<file path="config.mk">
export PLATFORM = sky130hd
export DESIGN_NAME = central_fifo_controller
export DESIGN_NICKNAME = d
export VERILOG_FILES = /design/src/design/fifo_ctrl_pkg.sv /design/src/design/central_fifo_controller.sv
export SDC_FILE = /design/constraint.sdc
export NUM_CORES = 1
export LEC_CHECK = 0
export ABC_AREA = 0
export BUFFER_PORTS_ARGS = -buffer_cell sky130_fd_sc_hd__buf_2
export CORE_UTILIZATION = 60
export CTS_CLUSTER_SIZE = 25
export DETAILED_ROUTE_END_ITERATION = 6
export MAX_ROUTING_LAYER = met4
export PLACE_DENSITY_LB_ADDON = 0.1
export SYNTH_ARGS = -nofsm -noshare
export SYNTH_HDL_FRONTEND = slang
export SYNTH_SLANG_ARGS = --single-unit
</file>
<file path="constraint.sdc">
create_clock -name clk -period 6.8 [get_ports clk]
set_input_delay 1.36 -clock clk [delete_from_list [all_inputs] [get_ports clk]]
set_output_delay 1.36 -clock clk [all_outputs]
set_load 0.05 [all_outputs]
</file>
<file path="src/design/fifo_ctrl_pkg.sv">
// Package with constants and carrier types for the central FIFO controller.
package fifo_ctrl_pkg;
  localparam int DATA_W = 8;
  localparam int DEPTH = 16;
  localparam int PTR_W = 4;
  localparam int CNT_W = 5;
  // Fixed vector code of this controller at the interrupt controller.
  localparam logic [6:0] VECTOR_CODE = 7'h28;
  // Status bit positions within a slice's event status and mask.
  localparam int EV_MEM = 0;
  localparam int EV_READY = 1;
  localparam int EV_OVR = 2;
  localparam int EV_UNR = 3;
  localparam int EV_ALARM = 4;
  localparam int EV_FULL = 5;
  localparam int EV_EMPTY = 6;
  localparam int EV_W = 7;
  localparam logic [EV_W-1:0] STATUS_RESET = 7'h00;
  localparam logic [EV_W-1:0] MASK_RESET = 7'h00;
  localparam logic [CNT_W-1:0] ALARM_RESET = 5'h01;

  // One slice's data port from the processor or DMA side.
  typedef struct packed {
    logic wr;
    logic rd;
    logic bad_access;
    logic [DATA_W-1:0] wdata;
  } slice_req_s;

  // Software control for one slice.
  typedef struct packed {
    logic [EV_W-1:0] clear;
    logic [EV_W-1:0] mask;
    logic [CNT_W-1:0] alarm_level;
    logic dma_en;
  } slice_ctl_s;

  // Observable state of one slice.
  typedef struct packed {
    logic [EV_W-1:0] status;
    logic [CNT_W-1:0] count;
    logic irq;
  } slice_stat_s;
endpackage

</file>
<file path="src/design/central_fifo_controller.sv">
// Central FIFO controller with transmit and receive slices and event status.
// Overview of operation
// - A pending status bit clears only when software writes one to it.
// - Interrupt stays asserted while any enabled status bit remains set.
// - Improper data register access sets the memory access error bit.
// - Data ready is set whenever the slice holds at least one word.
// - Writing a full transmit slice sets the overrun error bit; the receive slice never sets it.
// - Reading an empty slice sets the underrun error bit.
// - Alarm is set when the word count reaches the programmed alarm level.
// - Full is set when the slice has no free entry.
// - Empty is set when the slice contains no words.
// - The interrupt is identified by the fixed 7-bit vector code.
// - A summary gives one pending bit each for transmit and receive.
// - DMA transmit requests until alarm level, then waits for empty.
// - DMA receive requests from alarm level until the slice is empty.
// - Each event reaches the interrupt only when its mask bit is enabled.
// - Shift side never writes a full receive slice.
`timescale 1ns/1ps
module central_fifo_controller
  import fifo_ctrl_pkg::*;
(
  input wire logic clk,
  input wire logic reset_n,
  input fifo_ctrl_pkg::slice_req_s tx_host,
  input wire logic tx_shift_rd,
  output logic [fifo_ctrl_pkg::DATA_W-1:0] tx_shift_data,
  output logic tx_shift_valid,
  input fifo_ctrl_pkg::slice_req_s rx_host,
  output logic [fifo_ctrl_pkg::DATA_W-1:0] rx_rdata,
  input wire logic rx_shift_wr,
  input wire logic [fifo_ctrl_pkg::DATA_W-1:0] rx_shift_data,
  output logic rx_shift_ready,
  input fifo_ctrl_pkg::slice_ctl_s tx_ctl,
  input fifo_ctrl_pkg::slice_ctl_s rx_ctl,
  input wire logic eof_cmd,
  output logic tx_eof_pending,
  output fifo_ctrl_pkg::slice_stat_s tx_stat,
  output fifo_ctrl_pkg::slice_stat_s rx_stat,
  output logic tx_dma_req,
  output logic rx_dma_req,
  output logic [1:0] pending_summary,
  output logic irq,
  output logic [6:0] irq_vector
);
  import fifo_ctrl_pkg::*;

  logic [DATA_W-1:0] tx_mem [DEPTH];
  logic [DATA_W-1:0] rx_mem [DEPTH];
  logic [PTR_W-1:0] tx_wp, tx_rp, rx_wp, rx_rp;
  logic [CNT_W-1:0] tx_cnt, rx_cnt;
  logic [EV_W-1:0] tx_sts, rx_sts;
  logic tx_full, tx_empty, rx_full, rx_empty;
  logic tx_push, tx_pop, rx_push, rx_pop;
  logic tx_loop_fill, rx_loop_drain;
  logic [EV_W-1:0] tx_set, rx_set;

  // Level conditions of a slice, shared by both slices.
  function automatic logic [EV_W-1:0] level_events(input logic [CNT_W-1:0] cnt,
                                                   input logic [CNT_W-1:0] alarm);
    logic [EV_W-1:0] ev;
    ev = '0;
    ev[EV_READY] = (cnt != '0);
    ev[EV_ALARM] = (cnt >= alarm);
    ev[EV_FULL] = (cnt == CNT_W'(DEPTH));
    ev[EV_EMPTY] = (cnt == '0);
    return ev;
  endfunction

  // Sticky update: the set term wins over a simultaneous clear.
  function automatic logic [EV_W-1:0] sticky(input logic [EV_W-1:0] cur,
                                             input logic [EV_W-1:0] set,
                                             input logic [EV_W-1:0] clr);
    return (cur & ~clr) | set;
  endfunction

  assign tx_full = (tx_cnt == CNT_W'(DEPTH));
  assign tx_empty = (tx_cnt == '0);
  assign rx_full = (rx_cnt == CNT_W'(DEPTH));
  assign rx_empty = (rx_cnt == '0);
  assign tx_push = tx_host.wr && !tx_full;
  assign tx_pop = tx_shift_rd && !tx_empty;
  assign rx_pop = rx_host.rd && !rx_empty;
  // The shift side is held off a full receive slice rather than flagged.
  assign rx_shift_ready = !rx_full;
  assign rx_push = rx_shift_wr && !rx_full;
  assign tx_shift_valid = !tx_empty;

  // Transmit storage and pointers.
  always_ff @(posedge clk or negedge reset_n)
  begin
    if (!reset_n)
    begin
      tx_wp <= '0;
      tx_rp <= '0;
      tx_cnt <= '0;
      tx_shift_data <= '0;
    end
    else
    begin
      if (tx_push)
      begin
        tx_mem[tx_wp] <= tx_host.wdata;
        tx_wp <= tx_wp + 1'b1;
      end
      if (tx_pop)
      begin
        tx_rp <= tx_rp + 1'b1;
      end
      tx_shift_data <= tx_mem[tx_pop ? tx_rp + 1'b1 : tx_rp];
      tx_cnt <= tx_cnt + CNT_W'(tx_push) - CNT_W'(tx_pop);
    end
  end

  // Receive storage and pointers; read data is registered on each pop.
  always_ff @(posedge clk or negedge reset_n)
  begin
    if (!reset_n)
    begin
      rx_wp <= '0;
      rx_rp <= '0;
      rx_cnt <= '0;
      rx_rdata <= '0;
    end
    else
    begin
      if (rx_push)
      begin
        rx_mem[rx_wp] <= rx_shift_data;
        rx_wp <= rx_wp + 1'b1;
      end
      if (rx_pop)
      begin
        rx_rdata <= rx_mem[rx_rp];
        rx_rp <= rx_rp + 1'b1;
      end
      rx_cnt <= rx_cnt + CNT_W'(rx_push) - CNT_W'(rx_pop);
    end
  end

  // End-of-frame marker: armed by the command, consumed by the next write.
  always_ff @(posedge clk or negedge reset_n)
  begin
    if (!reset_n)
      tx_eof_pending <= 1'b0;
    else if (eof_cmd)
      tx_eof_pending <= 1'b1;
    else if (tx_push)
      tx_eof_pending <= 1'b0;
  end

  // Event terms of this cycle, kept apart so the clocked status update stays non-blocking.
  always_comb
  begin
    tx_set = level_events(tx_cnt, tx_ctl.alarm_level);
    tx_set[EV_MEM] = tx_host.bad_access || tx_host.rd;
    tx_set[EV_OVR] = tx_host.wr && tx_full;
    tx_set[EV_UNR] = tx_shift_rd && tx_empty;
    rx_set = level_events(rx_cnt, rx_ctl.alarm_level);
    rx_set[EV_MEM] = rx_host.bad_access || rx_host.wr;
    rx_set[EV_OVR] = 1'b0;
    rx_set[EV_UNR] = rx_host.rd && rx_empty;
  end

  // Sticky status; level events are latched, so they persist once seen.
  always_ff @(posedge clk or negedge reset_n)
  begin
    if (!reset_n)
    begin
      tx_sts <= STATUS_RESET;
      rx_sts <= STATUS_RESET;
    end
    else
    begin
      tx_sts <= sticky(tx_sts, tx_set, tx_ctl.clear);
      rx_sts <= sticky(rx_sts, rx_set, rx_ctl.clear);
    end
  end

  // DMA loop state: transmit fills to alarm, receive drains to empty.
  always_ff @(posedge clk or negedge reset_n)
  begin
    if (!reset_n)
    begin
      tx_loop_fill <= 1'b1;
      rx_loop_drain <= 1'b0;
    end
    else
    begin
      if (!tx_ctl.dma_en || tx_empty)
        tx_loop_fill <= 1'b1;
      else if (tx_cnt >= tx_ctl.alarm_level)
        tx_loop_fill <= 1'b0;
      if (!rx_ctl.dma_en || rx_empty)
        rx_loop_drain <= 1'b0;
      else if (rx_cnt >= rx_ctl.alarm_level)
        rx_loop_drain <= 1'b1;
    end
  end

  // The stored alarm compare can lag one write, so the live count also gates.
  assign tx_dma_req = tx_ctl.dma_en && tx_loop_fill && (tx_cnt < tx_ctl.alarm_level)
                      && !tx_full;
  assign rx_dma_req = rx_ctl.dma_en && !rx_empty &&
                      (rx_loop_drain || rx_cnt >= rx_ctl.alarm_level);

  // Interrupt is a level of enabled sticky bits, so an uncleared event re-fires.
  assign pending_summary[0] = |(tx_sts & tx_ctl.mask);
  assign pending_summary[1] = |(rx_sts & rx_ctl.mask);
  assign irq = |pending_summary;
  assign irq_vector = VECTOR_CODE;

  assign tx_stat = '{status: tx_sts, count: tx_cnt, irq: pending_summary[0]};
  assign rx_stat = '{status: rx_sts, count: rx_cnt, irq: pending_summary[1]};

  a_clear_needs_write: assert property (@(posedge clk) disable iff (!reset_n)
    $fell(tx_sts[EV_OVR]) |-> $past(tx_ctl.clear[EV_OVR]))
    else $error("overrun bit fell without a clear");
  a_irq_level_held: assert property (@(posedge clk) disable iff (!reset_n)
    (|(rx_sts & rx_ctl.mask)) |-> irq)
    else $error("irq low while enabled bit set");
  a_mem_error_set: assert property (@(posedge clk) disable iff (!reset_n)
    rx_host.wr |=> rx_sts[EV_MEM])
    else $error("memory error not flagged");
  a_ready_tracks: assert property (@(posedge clk) disable iff (!reset_n)
    (tx_cnt != '0) |=> tx_sts[EV_READY])
    else $error("ready not flagged");
  a_overrun_set: assert property (@(posedge clk) disable iff (!reset_n)
    (tx_host.wr && tx_full) |=> tx_sts[EV_OVR] && (tx_cnt <= $past(tx_cnt)))
    else $error("overrun not flagged or write taken");
  a_underrun_set: assert property (@(posedge clk) disable iff (!reset_n)
    (rx_host.rd && rx_empty) |=> rx_sts[EV_UNR])
    else $error("underrun not flagged");
  a_alarm_set: assert property (@(posedge clk) disable iff (!reset_n)
    (rx_cnt >= rx_ctl.alarm_level) |=> rx_sts[EV_ALARM])
    else $error("alarm not flagged");
  a_full_set: assert property (@(posedge clk) disable iff (!reset_n)
    (tx_cnt == CNT_W'(DEPTH)) |=> tx_sts[EV_FULL])
    else $error("full not flagged");
  a_empty_set: assert property (@(posedge clk) disable iff (!reset_n)
    (rx_cnt == '0) |=> rx_sts[EV_EMPTY])
    else $error("empty not flagged");
  a_vector_fixed: assert property (@(posedge clk) disable iff (!reset_n)
    irq_vector == 7'h28)
    else $error("vector code wrong");
  a_mask_gates: assert property (@(posedge clk) disable iff (!reset_n)
    (tx_ctl.mask == '0 && rx_ctl.mask == '0) |-> !irq)
    else $error("masked event reached irq");
  a_tx_dma_stop: assert property (@(posedge clk) disable iff (!reset_n)
    (tx_cnt >= tx_ctl.alarm_level) |-> !tx_dma_req)
    else $error("tx dma request at alarm");
  a_rx_dma_drain: assert property (@(posedge clk) disable iff (!reset_n)
    rx_empty |-> !rx_dma_req)
    else $error("rx dma request on empty");
  a_rx_no_overfill: assert property (@(posedge clk) disable iff (!reset_n)
    rx_cnt <= CNT_W'(DEPTH))
    else $error("rx count above depth");
  a_sticky_hold: assert property (@(posedge clk) disable iff (!reset_n)
    (tx_sts[EV_UNR] && !tx_ctl.clear[EV_UNR]) |=> tx_sts[EV_UNR])
    else $error("sticky bit dropped");
endmodule

</file>
==> results of run 1 <==
report_power, final:
group / internal (mW) / switching, mW
Combinational: 1.03 / 1.57
Clock: 1.06 / 0.696
Sequential: 2.34 / 0.267
Total: 4.44 / 2.53
critical path, stage by stage:
cell	delay, ns
buf_2	0.10
ha_1	0.27
nand2b_1	0.14
a21o_1	0.17
a21o_1	0.17
a21oi_1	0.14
nor2b_1	0.08
o311a_1	0.28
buf_2	0.21
worst max-delay path by stage:
stage | from | to | slack [ns] | cells past startpoint
4_1_cts | rx_ctl[1] | rx_dma_req | 2.51 | 9
3_3_place_gp | rx_ctl[1] | rx_dma_req | 2.52 | 9
6_report | rx_ctl[1] | rx_dma_req | 2.51 | 9
2_1_floorplan | tx_ctl[2] | tx_dma_req | 2.46 | 8
5_1_grt | rx_ctl[1] | rx_dma_req | 2.41 | 9
3_5_place_dp | rx_ctl[1] | rx_dma_req | 2.51 | 9
sequential cells by signal (all words and copies together), names as in the netlist:
signal,flops
tx_wp,4
tx_mem,128
rx_sts,7
tx_rp,4
tx_shift_data,8
rx_loop_drain,1
rx_rp,4
tx_eof_pending,1
tx_cnt,5
tx_loop_fill,1
rx_wp,4
tx_sts,7
rx_cnt,5
rx_mem,128
rx_rdata,8
routing by layer:
metal	track usage [%]	vias to the layer above
met1	35.2	4231
met4	6.32	0
met2	37.0	292
li1	-	3776
met5	-	-
met3	2.98	41
layout make-up:
class                      instances  share of cell area, %
antenna                            1                 0.0158
clock buffer                      44                   5.41
clock inverter                    14                   1.32
inverter                          48                   1.19
multi-input combinational        487                   27.3
sequential                       315                   58.1
tap                              313                   2.48
timing repair buffer             128                   4.26
kinds of logic after synthesis:
group | synth area share, %
adder cells (fa/ha/maj) | 3.13
buffers and inverters | 4.35
AND/OR/NAND/NOR | 5.58
flip-flops | 65.2
other | 0.0534
multiplexers | 11.4
XOR/XNOR | 1.31
AO/OA/AOI/OAI | 8.92
per-stage QoR:
step           power [mW]  worst slack (ns)  util, %  hold WS, ns
2_1_floorplan        4.73              2.46        -        0.473
3_3_place_gp         5.20              2.52     64.7        0.459
3_5_place_dp         5.25              2.51     64.7        0.463
4_1_cts              7.01              2.51     69.3        0.478
5_1_grt              7.33              2.41     69.3        0.506
6_report             6.97              2.51     69.3        0.478
cells in the final DEF (no fill, tap or decap), types with 28 or more instances in the layout:
| cell | synthesis | final |
|---|---|---|
| clkbuf_16 | 0 | 31 |
| o22ai_1 | 28 | 28 |
| dfrtp_1 | 58 | 56 |
| nor3_1 | 28 | 28 |
| ha_1 | 32 | 32 |
| nor2_1 | 66 | 66 |
| edfxtp_1 | 256 | 256 |
| mux4_2 | 36 | 36 |
| a221oi_1 | 66 | 66 |
| inv_1 | 44 | 44 |
| buf_2 | 13 | 115 |
| mux2i_1 | 58 | 58 |
==> results.py, run 1 <==
metrics = {
    "clock_tree": {
        "worstSkewPairLatency_ns": 0.55,
        "cts.sinks": 315,
        "cts.repair.resized": 0,
        "cts_setup_buffers": 0,
        "cts_made_buffers": 31,
        "clockBufferDepth": 3,
        "h-tree-depth": 1,
        "cts_tree": "yes",
        "cts.clk_slew.worst_paths_ns": 0.06,
        "cts_hold_buf": 0,
        "root_buffer": "clkbuf_16",
    },
    "yosys": {
        "synth_area_um2": 14100,
        "synth.most_common_cell": "edfxtp_1",
        "yosysTopAreaCell": "edfxtp_1",
        "postSynthCellCount": 904,
        "synth_edf_count": 256,
        "ys_seq_elements": 315,
        "ys_top_cells_by_area": "edfxtp_1 (55%), dfrtp_1 (10%), mux4_2 (5.8%), mux2i_1 (4.1%), a221oi_1 (4.1%)",
        "synthTopCellsByCount": "edfxtp_1 (256), a221oi_1 (66), nor2_1 (66)",
        "ys_seq_area_share_pct": 65.2,
        "synth.distinct_cells": 68,
        "yosys.area.top_type_share_pct": 54.7,
        "yosys_warnings": 0,
        "ys.flop_type": "edfxtp_1",
        "synthArstFlopShare_pct": 18.7,
        "avgSynthCellArea_um2": 15.5,
    },
    "die": {
        "boundaryPins": 132,
        "dieArea_um2": 24000,
        "dieHeight_um": 155,
        "rows": 55,
        "die_x_um": 155,
        "fp.coreArea_um2": 22800,
        "initial_core_util_pct": 61.7,
    },
    "timing": {
        "finClkSkew_ns": 0.00766,
        "setup_viol": 0,
        "period_needed_ns": 4.29,
        "fmax_ghz": 0.233,
        "slew_headroom_pct": 32.3,
        "finalSetupTns_ns": 0,
        "slew_violations": 0,
        "worst_pin_slew_ns": 1.01,
        "rsz0062_at_grt": "no",
        "finalCritPeriodShare_pct": 63.0,
        "hold_viol": 0,
    },
    "cells_and_area": {
        "multi_input_area_um2": 4310,
        "drive_above_1_share_pct": 23.7,
        "nets": 1120,
        "stdcell_area_um2": 15800,
        "synthToLayoutAreaGrowth_pct": 12.4,
        "layout.cells.non_filler": 1350,
        "fillCellCount": 1525,
        "regArea_um2": 9170,
    },
    "detailed_routing": {
        "vias": 8340,
        "first_pass_iters": 5,
        "post_drt_wl_per_cell_um": 20.6,
        "drt-initial-drc-count": 664,
        "ant_nets": 0,
        "wl_met3_mm": 1.64,
        "wl_met1_mm": 12.5,
        "via_per_inst": 6.18,
        "highest_layer": "met4",
        "drt_wl_total_mm": 27.8,
        "drc": 0,
        "met2_length_mm": 13.0,
    },
    "critical_path": {
        "r2r-end": "tx_cnt[4]$_DFF_PN0_",
        "required_ns": 5.44,
        "crit_fanout": 3,
        "ff2ff_setup_slack_ns": 3.83,
        "start_kind": "input pin",
        "cp.arrival_ns": 2.93,
        "crit_type": "in2out",
        "rr_startpoint": "tx_cnt[2]$_DFF_PN0_",
        "endpoint_kind": "primary output",
        "reg2reg_depth": 16,
    },
    "grt": {
        "grt-ovfl-total": 0,
        "grt_pass1_wl_mm": 43.4,
        "antenna_found_initial": 0,
        "grtUsageTotal_pct": 24.3,
        "grt_start_max_net_pins": 58,
        "grt_pass1_vias": 7940,
    },
    "power_and_ir_drop": {
        "leakagePower_nw": 5.81,
        "power_density_nw_per_um2": 441,
        "irDropWorstVdd_v": 0.000291,
    },
    "place": {
        "post_dp_cell_area_um2": 14700,
        "dp_hpwl_mm": 18.1,
        "routabilityCongestion": 0.786,
        "dp_cells": 1291,
        "io_buffers": 116,
    },
    "hold_path": {
        "whs_path_depth": 1,
        "hp-start": "tx_eof_pending$_DFFE_PN0P_",
        "worstHoldEndpoint": "tx_eof_pending$_DFFE_PN0P_",
        "hp-class": "reg2reg",
    },
    "outcome": {
        "outcome": "finished clean",
    },
    "flow_run": {
        "cap_viol_max_count": 0,
    },
}
(Power assumes the default switching activity.)
==> run 2, diff against run 1 <==
--- a/config.mk
+++ b/config.mk
@@ -7,7 +7,7 @@
 export LEC_CHECK = 0
 export ABC_AREA = 0
 export BUFFER_PORTS_ARGS = -buffer_cell sky130_fd_sc_hd__buf_2
-export CORE_UTILIZATION = 60
+export CORE_UTILIZATION = 54
 export CTS_CLUSTER_SIZE = 25
 export DETAILED_ROUTE_END_ITERATION = 6
 export MAX_ROUTING_LAYER = met4
==> constraint.sdc (replaced) <==
create_clock -name clk -period 3.7 [get_ports clk]
set_input_delay 0.74 -clock clk [delete_from_list [all_inputs] [get_ports clk]]
set_output_delay 0.74 -clock clk [all_outputs]
set_load 0.05 [all_outputs]
==> results.py, run 2 (synthesized netlist as in run 1, its figures left out) <==
metrics = {
    "clock_tree": {
        "cts_setup_buffers": 0,
        "h-tree-depth": 2,
        "cts_hold_buf": 0,
        "cts.repair.resized": 0,
        "clockBufferDepth": 3,
        "cts_tree": "yes",
        "cts.clk_slew.worst_paths_ns": 0.06,
        "cts.sinks": 315,
        "cts_made_buffers": 34,
        "worstSkewPairLatency_ns": 0.51,
        "root_buffer": "clkbuf_16",
    },
    "grt": {
        "grtUsageTotal_pct": 23.4,
        "grt_pass1_wl_mm": 45.5,
        "antenna_found_initial": 0,
        "grt_start_max_net_pins": 58,
        "grt_pass1_vias": 8174,
        "grt-ovfl-total": 0,
    },
    "cells_and_area": {
        "nets": 1144,
        "synthToLayoutAreaGrowth_pct": 13.5,
        "antenna_cells": 0,
        "layout.cells.non_filler": 1391,
        "drive_above_1_share_pct": 25.4,
        "layout_commonest_cell": "edfxtp_1",
        "final_cell_mix": "edfxtp_1 (256), buf_2 (115), nor2_1 (66), a221oi_1 (66), mux2i_1 (58)",
        "top_regs": "rx_mem x128, tx_mem x128",
    },
    "critical_path": {
        "cp.arrival_ns": 2.48,
        "crit_type": "reg2out",
        "slowest_delay_ns": 0.53,
        "required_ns": 2.96,
        "crit_buf_inv": 1,
        "path_common_cell": "o21a_1",
        "endpoint_kind": "primary output",
        "crit_family": "flip-flops",
        "crit_fanout": 6,
        "crit_chain": "ha_1 > nor2b_1 > o21a_1 > o21a_1 > o21ai_0 > nand2b_1 > nor2_1 > buf_2",
        "slowest_stage": "dfrtp_1",
        "start_kind": "register",
    },
    "place": {
        "dp_hpwl_mm": 19.5,
        "io_buffers": 116,
        "dp_cells": 1329,
        "routabilityCongestion": 0.791,
        "dp_slack_ns": 0.654,
    },
    "timing": {
        "finClkSkew_ns": 0.0188,
        "slew_violations": 0,
        "setup_viol": 0,
        "finalCritPeriodShare_pct": 87.0,
        "hold_viol": 0,
        "period_needed_ns": 3.22,
        "slew_headroom_pct": 41.5,
        "rsz0062_at_grt": "no",
        "setup_slack_ns": 0.481,
        "finalSetupTns_ns": 0,
        "worst_pin_slew_ns": 0.875,
        "fmax_ghz": 0.311,
    },
    "detailed_routing": {
        "post_drt_wl_per_cell_um": 21.3,
        "drt_wl_total_mm": 29.6,
        "ant_nets": 0,
        "drt-initial-drc-count": 914,
        "vias": 8472,
        "first_pass_iters": 5,
        "via_per_inst": 6.09,
        "drc": 0,
    },
    "die": {
        "initial_core_util_pct": 55.5,
        "die_x_um": 163,
        "dieHeight_um": 163,
        "rows": 58,
        "dieArea_um2": 26700,
        "boundaryPins": 132,
        "fp.coreArea_um2": 25300,
    },
    "power_and_ir_drop": {
        "leakagePower_nw": 5.91,
        "power_density_nw_per_um2": 801,
        "irDropWorstVdd_v": 0.000574,
    },
    "hold_path": {
        "hp-class": "in2async",
    },
    "flow_run": {
        "cap_viol_max_count": 0,
    },
    "outcome": {
        "outcome": "finished clean",
    },
}
## run 2: cell types whose count changed in the layout (fill, tap and decap cells not counted), sizes merged
cell,change
buf,+21
bufinv,-5
clkbuf,+4
clkinv,+3
clkinvlp,+1
diode,-1
inv,+1
## run 2: cell type report
cell class	count	area, µm²
Tap cell	330	413
Timing Repair Buffer	149	843
Clock inverter	14	92.6
Inverter	48	188
Multi-Input combinational cell	487	4310
Fill cell	1867	9380
Clock buffer	48	933
Sequential cell	315	9170
## run 2: worst reg2reg max path, stage by stage, from the launching register on
cell and delay [ns]:
dfrtp_1 0.40, inv_1 0.09, ha_1 0.21, and3_1 0.16, nand2_1 0.11, and2_1 0.36, inv_1 0.12, ha_1 0.30
inv_1 0.05, ha_1 0.16, inv_1 0.06, fa_1 0.42, inv_1 0.07, a21oi_1 0.05, nor2_1 0.09, nor2_1 0.05
xnor2_1 0.11
## run 2: per-stage QoR
stage	total power, mW	hold WS [ns]	instance area [µm²]	utilization, %
final	12.8	0.132	15900	63.0
after global routing	13.5	0.119	15900	63.0
after CTS	12.9	0.113	15900	63.0
after detailed placement	9.76	0.487	14900	58.9
after global placement	9.67	0.483	14900	58.9
after floorplan	8.69	0.444	14100	-
## run 2: power breakdown
group	switching, mW	leakage [nW]	internal (mW)
Sequential	0.442	3.00	4.30
Combinational	2.99	2.42	1.94
Clock	1.32	0.494	1.78
Total	4.75	5.91	8.02
## run 2: worst paths after layout
path / startpoint / to / slack, ns / depth (start not counted)
setup reg to reg: tx_cnt[2]$_DFF_PN0_ / tx_cnt[4]$_DFF_PN0_ / 0.77 / 16
hold / removal: reset_n / rx_rdata[2]$_DFFE_PN0P_ / 0.13 / 1
min in group clk: rx_ctl[15] / rx_sts[2]$_DFF_PN0_ / 0.39 / 2
setup / recovery: tx_cnt[1]$_DFF_PN0_ / tx_dma_req / 0.48 / 8
hold reg to reg: tx_eof_pending$_DFFE_PN0P_ / tx_eof_pending$_DFFE_PN0P_ / 0.50 / 1
max in group asynchronous: reset_n / tx_rp[0]$_DFF_PN0_ / 2.54 / 2
## run 2: routing by layer
metal  GRT usage, %  wire length [µm]  up-vias
li1               -                 -     3817
met1           33.2             13400     4306
met2           35.2             13600      308
met3           3.94              2010       41
met4           6.12               499        0
met5              -                 0        -
==> run 3, diff against run 2 <==
--- a/config.mk
+++ b/config.mk
@@ -10,8 +10,9 @@
 export CORE_UTILIZATION = 54
 export CTS_CLUSTER_SIZE = 25
 export DETAILED_ROUTE_END_ITERATION = 6
+export HOLD_SLACK_MARGIN = 0.02
 export MAX_ROUTING_LAYER = met4
-export PLACE_DENSITY_LB_ADDON = 0.1
+export PLACE_DENSITY_LB_ADDON = 0.12
 export SYNTH_ARGS = -nofsm -noshare
 export SYNTH_HDL_FRONTEND = slang
 export SYNTH_SLANG_ARGS = --single-unit
==> results.py, run 3 (synthesized netlist as in run 1, its figures left out) <==
metrics = {
    "cells_and_area": {
        "antenna_cells": 0,
        "fillCellCount": 1907,
        "nets": 1127,
        "drive_above_1_share_pct": 24.1,
        "layout_commonest_cell": "edfxtp_1",
        "layout.cells.non_filler": 1373,
        "top_regs": "rx_mem x128, tx_mem x128",
        "final_cell_mix": "edfxtp_1 (256), buf_2 (115), nor2_1 (66), a221oi_1 (66), mux2i_1 (58)",
        "synthToLayoutAreaGrowth_pct": 12.6,
    },
    "detailed_routing": {
        "first_pass_iters": 6,
        "drc": 0,
        "post_drt_wl_per_cell_um": 21.2,
        "drt-initial-drc-count": 860,
        "drt_wl_total_mm": 29.1,
        "via_per_inst": 6.04,
        "vias": 8296,
        "ant_nets": 0,
    },
    "grt": {
        "antenna_found_initial": 0,
        "grt-ovfl-total": 0,
        "grtUsageTotal_pct": 22.6,
        "grt_pass1_vias": 7913,
        "grt_pass1_wl_mm": 44.1,
        "grt_start_max_net_pins": 59,
    },
    "timing": {
        "setup_viol": 0,
        "rsz0062_at_grt": "no",
        "finalCritPeriodShare_pct": 87.4,
        "finalSetupTns_ns": 0,
        "finClkSkew_ns": 0.0206,
        "hold_viol": 0,
        "slew_violations": 0,
        "fmax_ghz": 0.309,
        "period_needed_ns": 3.23,
        "slew_headroom_pct": 30.5,
        "worst_pin_slew_ns": 1.04,
    },
    "clock_tree": {
        "cts_setup_buffers": 0,
        "cts.sinks": 315,
        "h-tree-depth": 1,
        "clockBufferDepth": 3,
        "worstSkewPairLatency_ns": 0.57,
        "cts.repair.resized": 0,
        "cts_made_buffers": 31,
        "cts_hold_buf": 0,
        "cts_tree": "yes",
        "cts.clk_slew.worst_paths_ns": 0.06,
        "root_buffer": "clkbuf_16",
    },
    "critical_path": {
        "required_ns": 2.96,
        "endpoint_kind": "primary output",
        "rr_startpoint": "tx_rp[0]$_DFF_PN0_",
        "start_kind": "register",
        "cp.arrival_ns": 2.49,
        "startpoint": "rx_cnt[0]$_DFF_PN0_",
        "crit_fanout": 4,
        "crit_type": "reg2out",
    },
    "flow_run": {
        "cap_viol_max_count": 0,
    },
    "power_and_ir_drop": {
        "power.share.clock_pct": 24.3,
        "leakagePower_nw": 5.82,
        "pwr-share-comb_pct": 38.4,
        "sequentialPowerShare_pct": 37.4,
        "irDropWorstVdd_v": 0.000507,
        "intPower_mw": 8.01,
        "switching_share_pct": 37.2,
        "power_density_nw_per_um2": 807,
        "p_sw_mw": 4.75,
    },
    "place": {
        "dp_hpwl_mm": 18.7,
        "io_buffers": 116,
        "dp_cells": 1315,
        "routabilityCongestion": 0.816,
    },
    "die": {
        "fp.coreArea_um2": 25300,
        "boundaryPins": 132,
        "die_x_um": 163,
        "dieArea_um2": 26700,
        "rows": 58,
        "initial_core_util_pct": 55.5,
        "dieHeight_um": 163,
    },
    "outcome": {
        "outcome": "finished clean",
    },
    "hold_path": {
        "hp-class": "in2async",
    },
}
==> run 3: path summary, 6_finish.rpt <==
path | cells after the start | end | slack, ns
worst max-delay path | 9 | rx_dma_req | 0.47
max in group asynchronous | 2 | tx_rp[0]$_DFF_PN0_ | 2.71
worst min register to register | 1 | tx_eof_pending$_DFFE_PN0P_ | 0.47
min in group clk | 2 | rx_sts[2]$_DFF_PN0_ | 0.33
worst max register to register | 6 | tx_shift_data[2]$_DFF_PN0_ | 0.69
worst min-delay path | 1 | rx_rdata[2]$_DFFE_PN0P_ | 0.12
==> run 3: layer usage <==
layer	track usage (%)	up-vias	part of all wire, %
met5	-	-	0
met4	6.03	0	2.3
met3	2.56	43	6.3
met2	34.7	301	46
met1	32.4	4171	45
li1	-	3781	-
==> run 3: through the flow <==
step | worst slack, ns | cell area (µm²) | utilization [%] | total power [mW] | hold slack [ns]
2_1_floorplan | 0.350 | 14100 | - | 8.69 | 0.444
3_5_place_dp | 0.643 | 14800 | 58.5 | 9.75 | 0.460
3_3_place_gp | 0.643 | 14800 | 58.5 | 9.65 | 0.458
6_report | 0.465 | 15800 | 62.4 | 12.8 | 0.118
5_1_grt | 0.328 | 15800 | 62.4 | 13.4 | 0.127
4_1_cts | 0.429 | 15800 | 62.4 | 12.9 | 0.110
==> run 3: power by group through the flow <==
stage / combinational (mW) / sequential [mW] / clock, mW
after floorplan: 3.46 / 5.23 / 0
after global routing: 5.31 / 4.83 / 3.28
after CTS: 4.94 / 4.77 / 3.14
final: 4.90 / 4.77 / 3.10
after detailed placement: 4.91 / 4.84 / 0
after global placement: 4.83 / 4.82 / 0
==> run 3: worst max-delay path: stages, from the launching register on <==
cell and delay [ns]:
dfrtp_1 0.41, inv_1 0.06, ha_1 0.26, nand2b_1 0.14
a21o_1 0.18, a21o_1 0.17, a21oi_1 0.14, nor2b_1 0.09
o311a_1 0.29, buf_2 0.21
==> run 3: layout make-up <==
cell class	instances	area [µm²]	area share, %
sequential	315	9170	58.0
timing repair buffer	135	738	4.67
multi-input combinational	487	4310	27.2
clock buffer	40	820	5.18
inverter	48	188	1.19
tap	330	413	2.61
clock inverter	18	181	1.15
